<file path="config.mk">
export PLATFORM = sky130hd
export DESIGN_NAME = uart_regs
export DESIGN_NICKNAME = d
export VERILOG_FILES = /design/src/uart_regs_pkg.sv /design/src/uart_regs.sv
export VERILOG_INCLUDE_DIRS = /design/src
export SDC_FILE = /design/constraint.sdc
export NUM_CORES = 1
export LEC_CHECK = 0
export BUFFER_PORTS_ARGS = -buffer_cell sky130_fd_sc_hd__buf_2
export CAP_MARGIN = 30
export CORE_MARGIN = 2
export CORE_UTILIZATION = 57
export DETAILED_ROUTE_END_ITERATION = 8
export GPL_TIMING_DRIVEN = 0
export PLACE_DENSITY_LB_ADDON = 0.12
export SYNTH_ARGS = -nofsm -noshare
export SYNTH_HDL_FRONTEND = slang
export SYNTH_SLANG_ARGS = --single-unit
</file>
<file path="constraint.sdc">
create_clock -name core_clk_in -period 5.05 [get_ports core_clk_in]
set_input_delay 1.01 -clock core_clk_in [delete_from_list [all_inputs] [get_ports core_clk_in]]
set_output_delay 1.01 -clock core_clk_in [all_outputs]
set_load 0.02 [all_outputs]
</file>
<file path="src/uart_regs_defs.svh">
// address, index, field and reset constants of the uart enhanced register access block
`ifndef UART_REGS_DEFS_SVH
`define UART_REGS_DEFS_SVH

// ----------------------------------------------------------------------------
// uart port addresses (3 bit)
// ----------------------------------------------------------------------------
`define ADDR_DATA        3'h0
`define ADDR_IRQ_ENABLE  3'h1
`define ADDR_FIFO_CTRL   3'h2
`define ADDR_LINE_CTRL   3'h3
`define ADDR_MODEM_CTRL  3'h4
`define ADDR_LINE_STAT   3'h5
`define ADDR_MODEM_STAT  3'h6
`define ADDR_SCRATCH     3'h7

// ----------------------------------------------------------------------------
// indexed window offsets held in the scratch/index register
// ----------------------------------------------------------------------------
`define IDX_ADDITIONAL_CONTROL  8'h00
`define IDX_CLOCK_PRESCALER     8'h01
`define IDX_SAMPLE_CLOCK_COUNT  8'h02
`define IDX_CLOCK_SELECT        8'h03
`define IDX_TX_IRQ_THRESHOLD    8'h04
`define IDX_RX_IRQ_THRESHOLD    8'h05
`define IDX_FLOW_LOW_THRESHOLD  8'h06
`define IDX_FLOW_HIGH_THRESHOLD 8'h07
`define IDX_IDENTITY_BYTE_ONE   8'h08

// ----------------------------------------------------------------------------
// field positions and key values
// ----------------------------------------------------------------------------
`define ENH_ACCESS_KEY      8'hBF
`define LC_DIVISOR_BIT      7
`define AC_STATUS_EN_BIT    7
`define AC_WINDOW_RD_BIT    6
`define CKS_ZERO_MASK       8'hFB

// ----------------------------------------------------------------------------
// reset values
// ----------------------------------------------------------------------------
`define RST_DIVISOR_LOW     8'h01
`define RST_CLOCK_PRESCALER 8'h20
`define RST_IDENTITY_BYTE   8'h5A   // arbitrary value, names no real part

`endif

</file>
<file path="src/uart_regs_pkg.sv">
// types of the uart enhanced register access block
package uart_regs_pkg;

    // ------------------------------------------------------------------------
    // enhanced feature register layout
    // ------------------------------------------------------------------------
    typedef struct packed {
        logic       cts_flow_en;
        logic       rts_flow_en;
        logic       special_detect;
        logic       enhanced_mode;
        logic [3:0] inband_mode;
    } enhanced_feature_t;

    // ------------------------------------------------------------------------
    // all software-visible control registers
    // ------------------------------------------------------------------------
    typedef struct packed {
        logic [7:0]        line_control_reg;
        logic [7:0]        irq_enable_reg;
        logic [7:0]        modem_control_reg;
        logic [7:0]        scratch_index_reg;
        logic [7:0]        divisor_low;
        logic [7:0]        divisor_high;
        enhanced_feature_t enhanced_feature_reg;
        logic [7:0]        resume_char_one;
        logic [7:0]        resume_char_two;
        logic [7:0]        pause_char_one;
        logic [7:0]        pause_char_two;
        logic [7:0]        additional_control_reg;
        logic [1:0]        tx_disable_ctl;
        logic [7:0]        clock_prescaler;
        logic [3:0]        sample_clock_count;
        logic [7:0]        clock_select;
        logic [6:0]        tx_irq_threshold;
        logic [6:0]        rx_irq_threshold;
        logic [6:0]        flow_low_threshold;
        logic [6:0]        flow_high_threshold;
    } config_t;

    // ------------------------------------------------------------------------
    // status presented by the uart core
    // ------------------------------------------------------------------------
    typedef struct packed {
        logic [7:0] rx_data;
        logic [7:0] irq_status;
        logic [7:0] line_status;
        logic [7:0] modem_status;
        logic [7:0] rx_fifo_level;
        logic [7:0] tx_fifo_level;
        logic       tx_idle;
        logic       fifo_size;
        logic       fifo_sel;
        logic       special_seen;
        logic       dtr_state;
        logic       rts_state;
    } core_status_t;

    // ------------------------------------------------------------------------
    // decoded register bank
    // ------------------------------------------------------------------------
    typedef enum logic [1:0] {
        BANK_NORMAL   = 2'b00,
        BANK_DIVISOR  = 2'b01,
        BANK_ENHANCED = 2'b10
    } bank_t;

    // ------------------------------------------------------------------------
    // whole module state
    // ------------------------------------------------------------------------
    typedef struct packed {
        config_t    cfg;
        logic [7:0] rd_data;
        logic       rd_valid;
        logic       rx_pop;
        logic       tx_push;
        logic       fifo_ctrl_wr;
        logic [7:0] wr_data;
    } state_t;

endpackage

</file>
<file path="src/uart_regs.sv">
// register decode and bank switching of the uart enhanced register set
//
// Overview of operation
// - line control at 0xBF maps addresses 2,4,5,6,7 to enhanced feature and flow chars.
// - fifo levels, window and flagged registers are hidden while line control holds 0xBF.
// - status, levels, window and irq enable decode only while line control bit 7 is low.
// - additional status at 1 and both fifo levels need additional control bit 7 set.
// - irq enable at 1 is reachable only while additional control bit 7 is zero.
// - additional status reports six status bits over bits 1 and 0, the only bits that take writes.
// - in the normal bank with additional control bit 7 set, reads at 3 and 4 return the receive and transmit fifo fill counts, read only.
// - a read at 5 returns the indexed register only while additional control bit 6 is one.
// - address 5 is a window onto the indexed register chosen by the scratch/index register.
// - in the normal bank, line status is read at 5 only while additional control bit 6 is zero.
// - in the normal bank, line and modem control read back only while additional control bit 7 is zero.
// - reset clears every writable register except divisor low to 1 and prescaler to 0x20.
`timescale 1ns/1ps
`default_nettype none
`include "uart_regs_defs.svh"

module uart_regs
    import uart_regs_pkg::*;
(
    // clock, reset, enable
    input  wire logic         core_clk_in,
    input  wire logic         reset_n_in,
    input  wire logic         clk_en_in,
    // uart register port
    input  wire logic [2:0]   addr_in,
    input  wire logic         wr_in,
    input  wire logic         rd_in,
    input  wire logic [7:0]   wr_data_in,
    output logic      [7:0]   rd_data_out,
    output logic              rd_valid_out,
    // uart core side
    input  wire core_status_t status_in,
    output config_t           config_out,
    output logic              rx_pop_out,
    output logic              tx_push_out,
    output logic              fifo_ctrl_wr_out,
    output logic      [7:0]   wr_data_out
);

    // ------------------------------------------------------------------------
    // state and decode
    // ------------------------------------------------------------------------
    state_t     s_q;
    state_t     s_d;
    bank_t      bank;
    logic       enh_key;
    logic       status_en;
    logic       window_rd;
    logic [7:0] window_rd_data;
    logic [7:0] rd_mux;

    // bank follows the stored line control value, so "last write" is what it holds
    always_comb begin
        enh_key   = (s_q.cfg.line_control_reg == `ENH_ACCESS_KEY);
        status_en = s_q.cfg.additional_control_reg[`AC_STATUS_EN_BIT];
        window_rd = s_q.cfg.additional_control_reg[`AC_WINDOW_RD_BIT];
        if (enh_key) begin
            bank = BANK_ENHANCED;
        end else if (s_q.cfg.line_control_reg[`LC_DIVISOR_BIT]) begin
            bank = BANK_DIVISOR;
        end else begin
            bank = BANK_NORMAL;
        end
    end

    // ------------------------------------------------------------------------
    // indexed window read side
    // ------------------------------------------------------------------------
    // unlisted offsets read as zero rather than aliasing another register
    always_comb begin
        case (s_q.cfg.scratch_index_reg)
            `IDX_ADDITIONAL_CONTROL:  window_rd_data = s_q.cfg.additional_control_reg;
            `IDX_CLOCK_PRESCALER:     window_rd_data = s_q.cfg.clock_prescaler;
            `IDX_SAMPLE_CLOCK_COUNT:  window_rd_data = {4'h0, s_q.cfg.sample_clock_count};
            `IDX_CLOCK_SELECT:        window_rd_data = s_q.cfg.clock_select;
            `IDX_TX_IRQ_THRESHOLD:    window_rd_data = {1'b0, s_q.cfg.tx_irq_threshold};
            `IDX_RX_IRQ_THRESHOLD:    window_rd_data = {1'b0, s_q.cfg.rx_irq_threshold};
            `IDX_FLOW_LOW_THRESHOLD:  window_rd_data = {1'b0, s_q.cfg.flow_low_threshold};
            `IDX_FLOW_HIGH_THRESHOLD: window_rd_data = {1'b0, s_q.cfg.flow_high_threshold};
            `IDX_IDENTITY_BYTE_ONE:   window_rd_data = `RST_IDENTITY_BYTE;  // arbitrary value
            default:                  window_rd_data = 8'h00;
        endcase
    end

    // ------------------------------------------------------------------------
    // read multiplexer
    // ------------------------------------------------------------------------
    always_comb begin
        rd_mux = 8'h00;
        case (addr_in)
            `ADDR_DATA: begin
                rd_mux = (bank == BANK_NORMAL) ? status_in.rx_data : s_q.cfg.divisor_low;
            end
            `ADDR_IRQ_ENABLE: begin
                if (bank != BANK_NORMAL) begin
                    rd_mux = s_q.cfg.divisor_high;
                end else if (status_en) begin
                    rd_mux = {status_in.tx_idle, status_in.fifo_size, status_in.fifo_sel,
                              status_in.special_seen, status_in.dtr_state,
                              status_in.rts_state, s_q.cfg.tx_disable_ctl};
                end else begin
                    rd_mux = s_q.cfg.irq_enable_reg;
                end
            end
            `ADDR_FIFO_CTRL: begin
                rd_mux = (bank == BANK_ENHANCED) ? s_q.cfg.enhanced_feature_reg
                                                 : status_in.irq_status;
            end
            `ADDR_LINE_CTRL: begin
                // fill count replaces line control readback while status is enabled
                if (bank == BANK_NORMAL && status_en) begin
                    rd_mux = status_in.rx_fifo_level;
                end else begin
                    rd_mux = s_q.cfg.line_control_reg;
                end
            end
            `ADDR_MODEM_CTRL: begin
                if (bank == BANK_ENHANCED) begin
                    rd_mux = s_q.cfg.resume_char_one;
                end else if (bank == BANK_NORMAL && status_en) begin
                    rd_mux = status_in.tx_fifo_level;
                end else begin
                    rd_mux = s_q.cfg.modem_control_reg;
                end
            end
            `ADDR_LINE_STAT: begin
                if (bank == BANK_ENHANCED) begin
                    rd_mux = s_q.cfg.resume_char_two;
                end else if (bank == BANK_NORMAL && window_rd) begin
                    rd_mux = window_rd_data;
                end else begin
                    rd_mux = status_in.line_status;
                end
            end
            `ADDR_MODEM_STAT: begin
                rd_mux = (bank == BANK_ENHANCED) ? s_q.cfg.pause_char_one
                                                 : status_in.modem_status;
            end
            `ADDR_SCRATCH: begin
                rd_mux = (bank == BANK_ENHANCED) ? s_q.cfg.pause_char_two
                                                 : s_q.cfg.scratch_index_reg;
            end
            default: rd_mux = 8'h00;
        endcase
    end

    // ------------------------------------------------------------------------
    // next state: writes, read capture and core strobes
    // ------------------------------------------------------------------------
    always_comb begin
        s_d              = s_q;
        s_d.rd_valid     = 1'b0;
        s_d.rx_pop       = 1'b0;
        s_d.tx_push      = 1'b0;
        s_d.fifo_ctrl_wr = 1'b0;
        if (rd_in) begin
            s_d.rd_data  = rd_mux;
            s_d.rd_valid = 1'b1;
            s_d.rx_pop   = (addr_in == `ADDR_DATA) && (bank == BANK_NORMAL);
        end
        if (wr_in) begin
            s_d.wr_data = wr_data_in;
            case (addr_in)
                `ADDR_DATA: begin
                    if (bank == BANK_NORMAL) begin
                        s_d.tx_push = 1'b1;
                    end else begin
                        s_d.cfg.divisor_low = wr_data_in;
                    end
                end
                `ADDR_IRQ_ENABLE: begin
                    if (bank != BANK_NORMAL) begin
                        s_d.cfg.divisor_high = wr_data_in;
                    end else if (status_en) begin
                        s_d.cfg.tx_disable_ctl = wr_data_in[1:0];
                    end else begin
                        s_d.cfg.irq_enable_reg = wr_data_in;
                    end
                end
                `ADDR_FIFO_CTRL: begin
                    if (bank == BANK_ENHANCED) begin
                        s_d.cfg.enhanced_feature_reg = wr_data_in;
                    end else begin
                        s_d.fifo_ctrl_wr = 1'b1;
                    end
                end
                // line control always writable: it is the only way out of the enhanced bank
                `ADDR_LINE_CTRL: s_d.cfg.line_control_reg = wr_data_in;
                `ADDR_MODEM_CTRL: begin
                    if (bank == BANK_ENHANCED) begin
                        s_d.cfg.resume_char_one = wr_data_in;
                    end else begin
                        s_d.cfg.modem_control_reg = wr_data_in;
                    end
                end
                `ADDR_LINE_STAT: begin
                    if (bank == BANK_ENHANCED) begin
                        s_d.cfg.resume_char_two = wr_data_in;
                    end else if (bank == BANK_NORMAL) begin
                        // window write goes by index regardless of the read enable
                        case (s_q.cfg.scratch_index_reg)
                            `IDX_ADDITIONAL_CONTROL:
                                s_d.cfg.additional_control_reg = wr_data_in;
                            `IDX_CLOCK_PRESCALER:
                                s_d.cfg.clock_prescaler = wr_data_in;
                            `IDX_SAMPLE_CLOCK_COUNT:
                                s_d.cfg.sample_clock_count = wr_data_in[3:0];
                            `IDX_CLOCK_SELECT:
                                s_d.cfg.clock_select = wr_data_in & `CKS_ZERO_MASK;
                            `IDX_TX_IRQ_THRESHOLD:
                                s_d.cfg.tx_irq_threshold = wr_data_in[6:0];
                            `IDX_RX_IRQ_THRESHOLD:
                                s_d.cfg.rx_irq_threshold = wr_data_in[6:0];
                            `IDX_FLOW_LOW_THRESHOLD:
                                s_d.cfg.flow_low_threshold = wr_data_in[6:0];
                            `IDX_FLOW_HIGH_THRESHOLD:
                                s_d.cfg.flow_high_threshold = wr_data_in[6:0];
                            default: ;
                        endcase
                    end
                end
                `ADDR_MODEM_STAT: begin
                    if (bank == BANK_ENHANCED) begin
                        s_d.cfg.pause_char_one = wr_data_in;
                    end
                end
                `ADDR_SCRATCH: begin
                    if (bank == BANK_ENHANCED) begin
                        s_d.cfg.pause_char_two = wr_data_in;
                    end else begin
                        s_d.cfg.scratch_index_reg = wr_data_in;
                    end
                end
                default: ;
            endcase
        end
    end

    // ------------------------------------------------------------------------
    // state register
    // ------------------------------------------------------------------------
    // clock enable low freezes everything, strobes included
    always_ff @(posedge core_clk_in or negedge reset_n_in) begin
        if (!reset_n_in) begin
            s_q                     <= '0;
            s_q.cfg.divisor_low     <= `RST_DIVISOR_LOW;
            s_q.cfg.clock_prescaler <= `RST_CLOCK_PRESCALER;
        end else if (clk_en_in) begin
            s_q <= s_d;
        end
    end

    // ------------------------------------------------------------------------
    // outputs straight from the state register
    // ------------------------------------------------------------------------
    assign rd_data_out      = s_q.rd_data;
    assign rd_valid_out     = s_q.rd_valid;
    assign config_out       = s_q.cfg;
    assign rx_pop_out       = s_q.rx_pop;
    assign tx_push_out      = s_q.tx_push;
    assign fifo_ctrl_wr_out = s_q.fifo_ctrl_wr;
    assign wr_data_out      = s_q.wr_data;

    // requests only count on enabled edges
    logic wr_go;
    logic rd_go;
    assign wr_go = clk_en_in && wr_in;
    assign rd_go = clk_en_in && rd_in;
endmodule // uart_regs
`default_nettype wire

</file>
# --- After elaboration in Yosys (flattened, before gate mapping) ---
# Cells that the tools add are included.
totals:
  ram_bits: 0
  input_bits: 70
  latch_bits: 0
  memories: 0
  elab_cells: 101
  reg_bits: 165
  out_inout_bits: 166
  mem_bits_ro: 0
classes:
  n_addsub: 0
  n_mul: 0
  eq_ne: 17
  div: 0
  magnitude_cmp: 0
  shift: 0
  bitwise_logic: 4
  n_reduce_logical: 29
  mux: 21
op_table:
  columns: ["cell", "n"]
  rows:
  - ["two-way mux 8 bit", 11]
  - ["one-hot mux 8 bit (9 select lines)", 1]
  - ["one-hot mux 8 bit (8 select lines)", 1]
  - ["AND reduction 6 bit", 8]
  - ["AND reduction 4 bit", 9]
  - ["equality test 8 x 3 -> 1 bit, second input constant", 4]
  - ["equality test 8 x 2 -> 1 bit, second input constant", 2]
  - ["equality test 3 bit, second input constant", 4]
  - ["two-way mux 10 bit", 1]
  - ["AND reduction 5 bit", 2]
  - ["equality test 8 x 1 -> 1 bit, second input constant", 1]
  - ["equality test 8 x 4 -> 1 bit, second input constant", 1]
  - ["equality test 8 bit, second input constant", 1]
  - ["logical NOT 8 bit", 1]
  - ["equality test 3 x 2 -> 1 bit, second input constant", 2]
  - ["two-way mux 1 bit", 5]
  - ["two-way mux 2 bit", 2]
  - ["inverter 1 bit", 4]
  - ["AND reduction 2 bit", 2]
  - ["equality test 3 x 1 -> 1 bit, second input constant", 1]
  - ["logical AND 1 bit", 3]
  - ["logical NOT 3 bit", 1]
  - ["AND reduction 3 bit", 1]
  - ["equality test 2 bit, second input constant", 1]
  - ["2 further kinds", 2]

# --- Longest topological paths before layout ---
depth:
  word_depth: 7
  mapped_depth: 9

# --- Least setup slack after synthesis ---
# Ideal clock, no wire load.
synth_timing:
  path_kind: "input-to-reg"
  startpoint: "input port clk_en_in"
  endpoint: "register s_q (netlist bit config_out[35])"
  setup_slack_ns: 2.441
  stages: 8
  t_arrival_ns: 2.484
  required_ns: 4.925
  path_buffers: 3
  cell_sequence: "clkbuf_1 and2_1 clkbuf_1 and3_1 and3_1 and2_1 buf_2 mux2_2"
synth_between:
  elab_chain_cells: 1
synth_rtl:
  columns: ["element", "line_no", "text"]
  rows:
  - ["from (decl)", "uart_regs.sv:26", "input wire logic clk_en_in,"]
  - ["AND reduction 6 bit (no line)", null, null]
  - ["to (decl)", "uart_regs.sv:46", "state_t s_q;"]
# Every way passes these cells.
# A chain may end at the register's enable or synchronous reset.

# --- Worst setup path after layout ---
layout_timing:
  startpoint: "input port addr_in[2]"
  endpoint: "register s_q (netlist bit config_out[129])"
layout_between:
  elab_chain_cells: 2
layout_rtl:
  columns: ["element", "line_no", "text"]
  rows:
  - ["from (decl)", "uart_regs.sv:28", "input wire logic [2:0] addr_in,"]
  - ["equality test 3 bit", "uart_regs.sv:166", "case (addr_in)"]
  - ["AND reduction 4 bit (no line)", null, null]
# Every way passes these cells.

==> summary.txt <==
CTS
  – Htree depth: 4
  – Worst-path clk slew: 70 ps
  – Clock sink count: 165
  – # Post-CTS Setup Buffers: 0
  – CTS tree: done
  – Hold-fix buffers at CTS: 0
  – Clk_lat worst skew: 440 ps
  – Root Driver: clkbuf_16
  – CTS buffer count: 17
  – Clock Path Buffers: 2
  – PostCTS Resize Cnt: 0

STA
  – Final WS setup: 2040 ps
  – Final Cycle Share: 59.6%
  – Fmax: 332 MHz
  – Final setup fails: 0
  – Clock Skews: 9.61 ps
  – Fin. max-slew vios: 0
  – Setup_tns: 0 ps
  – RSZ-0062 raised after global routing: false
  – Crit path time final: 3010 ps
  – Final Hold Fails: 0
  – Worst Max-Slew Pin Slew: 907 ps
  – Slew margin rel.: 39.5%

Synth
  – Async S/R FF share, synth: 100%
  – Post-synth top area share: 48.4%
  – Mapped Nets: 782
  – Cell taking the most area after synthesis: dfrtp_1
  – Cell Area, Synth: 0.00843 mm^2
  – Synthesized area per cell: 11.8 um^2
  – Number of flops mapped to enable cells by yosys: 0
  – Ranking of synthesized cells by area: dfrtp_1, mux2_2, mux2i_1, nand2_1, clkbuf_1
  – Synth Register Bits: 165
  – Post-synthesis cell type count: 66
  – Synthesis warning total: 0
  – Predominant post-synthesis flop cell: dfrtp_1
  – Sequential area share after synthesis: 49.0%
  – Instance count of the mapped netlist: 712

Setup path
  – Startpoint types: input pin
  – R2R depth: 9
  – Worst setup path start: addr_in[2]
  – WP data arrival: 3330 ps
  – Crit path max-delay family: simple AND/OR/NAND/NOR gates
  – Reg-to-reg endpoint: rd_data_out[6]$_DFFE_PN0P_
  – Crit-path max FO: 10
  – Critical Path, Cell by Cell: buf_2, buf_1, nor3b_2, nand3_1, mux2_2
  – CP Data Required Time: 5370 ps
  – R2r startpoint: config_out[116]$_DFFE_PN0P_
  – Worst R2R Setup Slack: 2110 ps
  – Worst path slowest cell: nor3b_2
  – Max incr delay on CP: 700 ps
  – Critical path class: in -> reg
  – Crit end category: flop
  – Buf/Inv on CP: 2

Placement
  – GPL Wtd Cong: 1.01
  – Hpwl dp: 22.4 mm
  – Number of buffers added on ports: 228
  – Area of placed instances: 0.00984 mm^2
  – Pre-CTS setup slack: 1680 ps

Flow run
  – Maxcap violations: 0

Hold path
  – Tightest Hold Check Type: reg -> reg
  – Hold Path Origin: wr_data_out[2]$_DFFE_PN0P_
  – Hold worst-path end: wr_data_out[2]$_DFFE_PN0P_
  – Hold-critical path depth: 2

Global route
  – Initial antenna violation count: 0
  – Largest net degree at the start of global routing: 104
  – Total global-route track usage: 38.4%
  – Congestion Overflow GR: 0
  – Number of global-route vias before repair: 7430
  – First-pass GRT wire length: 45.5 mm

Final layout
  – Nets: 1030
  – Most frequent cells in the layout: buf_2, mux2_2, dfrtp_1, nand2_1, mux2i_1
  – Design Area, Final: 0.0104 mm^2
  – Commonest non-fill, non-tap cell in the layout: buf_2
  – Synthesis-to-layout area growth: 23.5%
  – Final Core Density: 71.9%
  – Fillers: 1042
  – Fraction of final layout cells sized beyond drive strength 1: 47.3%

Pwr
  – Sw Pwr: 1290 uW
  – Sequential Power Share: 41.2%
  – PwrDens: 365 mW/mm^2
  – Combinational share of power: 25.1%
  – Sw frac: 33.9%
  – Pleak: 0.00538 uW
  – Maximum vdd drop: 0.236 mV
  – Pint: 2510 uW
  – Clock Power Share: 33.7%
  – Total power: 3800 uW

Drt
  – DR WL/cell: 26.4 um
  – Post-route DRC: 0
  – Vias per cell: 6.50
  – Initial DRC Count: 584
  – Antenna-violating nets left: 0
  – Drt pass-1 iters: 5
  – Drt total wl: 30.5 mm
  – Vias: 7529

Floorplanning
  – Placement Rows: 44
  – Die Span X: 126 um
  – Starting Density: 58.2%
  – Ports: 236
  – Die Ht: 126 um
  – Core footprint: 0.0145 mm^2
  – Die ar.: 0.0158 mm^2

Status
  – Outcome: completed
==> how the worst max path moves through the flow <==
| stage | to | cells past startpoint | slack, ps |
|---|---|---|---|
| after CTS | config_out[127]$_DFFE_PN0P_ | 5 | 2080 |
| final | config_out[129]$_DFFE_PN0P_ | 5 | 2040 |
| after global routing | config_out[129]$_DFFE_PN0P_ | 6 | 1920 |
| after detailed placement | config_out[127]$_DFFE_PN0P_ | 5 | 1680 |
| after global placement | wr_data_out[2]$_DFFE_PN0P_ | 1 | 620 |
| after floorplan | config_out[35]$_DFFE_PN0P_ | 8 | 2440 |
==> Yosys cell counts (6+ instances only) <==
cell type and instances:
dfrtp_1 163, mux2_2 165, a221oi_1 6, nand3_1 10, nand4_1 6, buf_2 14, nor2_1 12, and3_1 8
buf_1 11, nand2_1 56, nor3_1 9, inv_1 6, nor2b_1 7, a32oi_1 6, clkbuf_1 35, o21ai_0 18
a31oi_1 12, o211ai_1 6, a21oi_1 22, mux2i_1 40
==> area by class of cell <==
| cell class | count | area [um^2] | share of cell area [%] |
|---|---|---|---|
| sequential | 165 | 4130 | 39.7 |
| multi-input combinational | 479 | 4020 | 38.6 |
| timing repair buffer | 229 | 1170 | 11.3 |
| clock buffer | 20 | 457 | 4.39 |
| buffer | 61 | 250 | 2.40 |
| tap | 184 | 230 | 2.21 |
| clock inverter | 12 | 119 | 1.14 |
| inverter | 7 | 26.3 | 0.252 |
| antenna | 1 | 2.50 | 0.0240 |
==> tightest hold or removal path: stages (launching register included) <==
cell and delay, ps:
dfrtp_1 350, nand2_1 50, nand2_1 60
==> stage by stage <==
stage	hold slack (ps)	instances
after floorplan	590	712
after global placement	458	1124
after detailed placement	471	1125
after CTS	489	1157
after global routing	510	1157
final	485	1158
==> power by group through the flow <==
stage               Combinational, uW  Clock (uW)  Sequential (uW)
global route                     1000        1330             1580
global placement                  923           0             1570
CTS                               942        1280             1560
floorplan                         415           0             1720
finish                            955        1280             1560
detailed placement                938           0             1580
==> cells by family (layout without fill, tap and decap cells) <==
logic type	count (synthesis)	after routing	synth area share, %
muxes	209	209	27.9
and+or+nand+nor	145	145	9.25
DFF	165	165	49.0
other	1	2	0.0445
AOI/OAI and AO/OA	124	124	10.6
buffers and inverters	68	329	3.28
==> flip-flops by register name, indices dropped and copies added (netlist names) <==
name	count
wr_data_out	8
tx_push_out	1
config_out	145
fifo_ctrl_wr_out	1
rx_pop_out	1
rd_data_out	8
rd_valid_out	1
==> routing by layer <==
layer | part of all wire, % | track usage, %
met1 | 39 | 50.3
met3 | 8.8 | 7.56
met4 | 4.1 | 16.0
met5 | 0 | 0
met2 | 48 | 63.2
(Power assumes the default switching activity.)
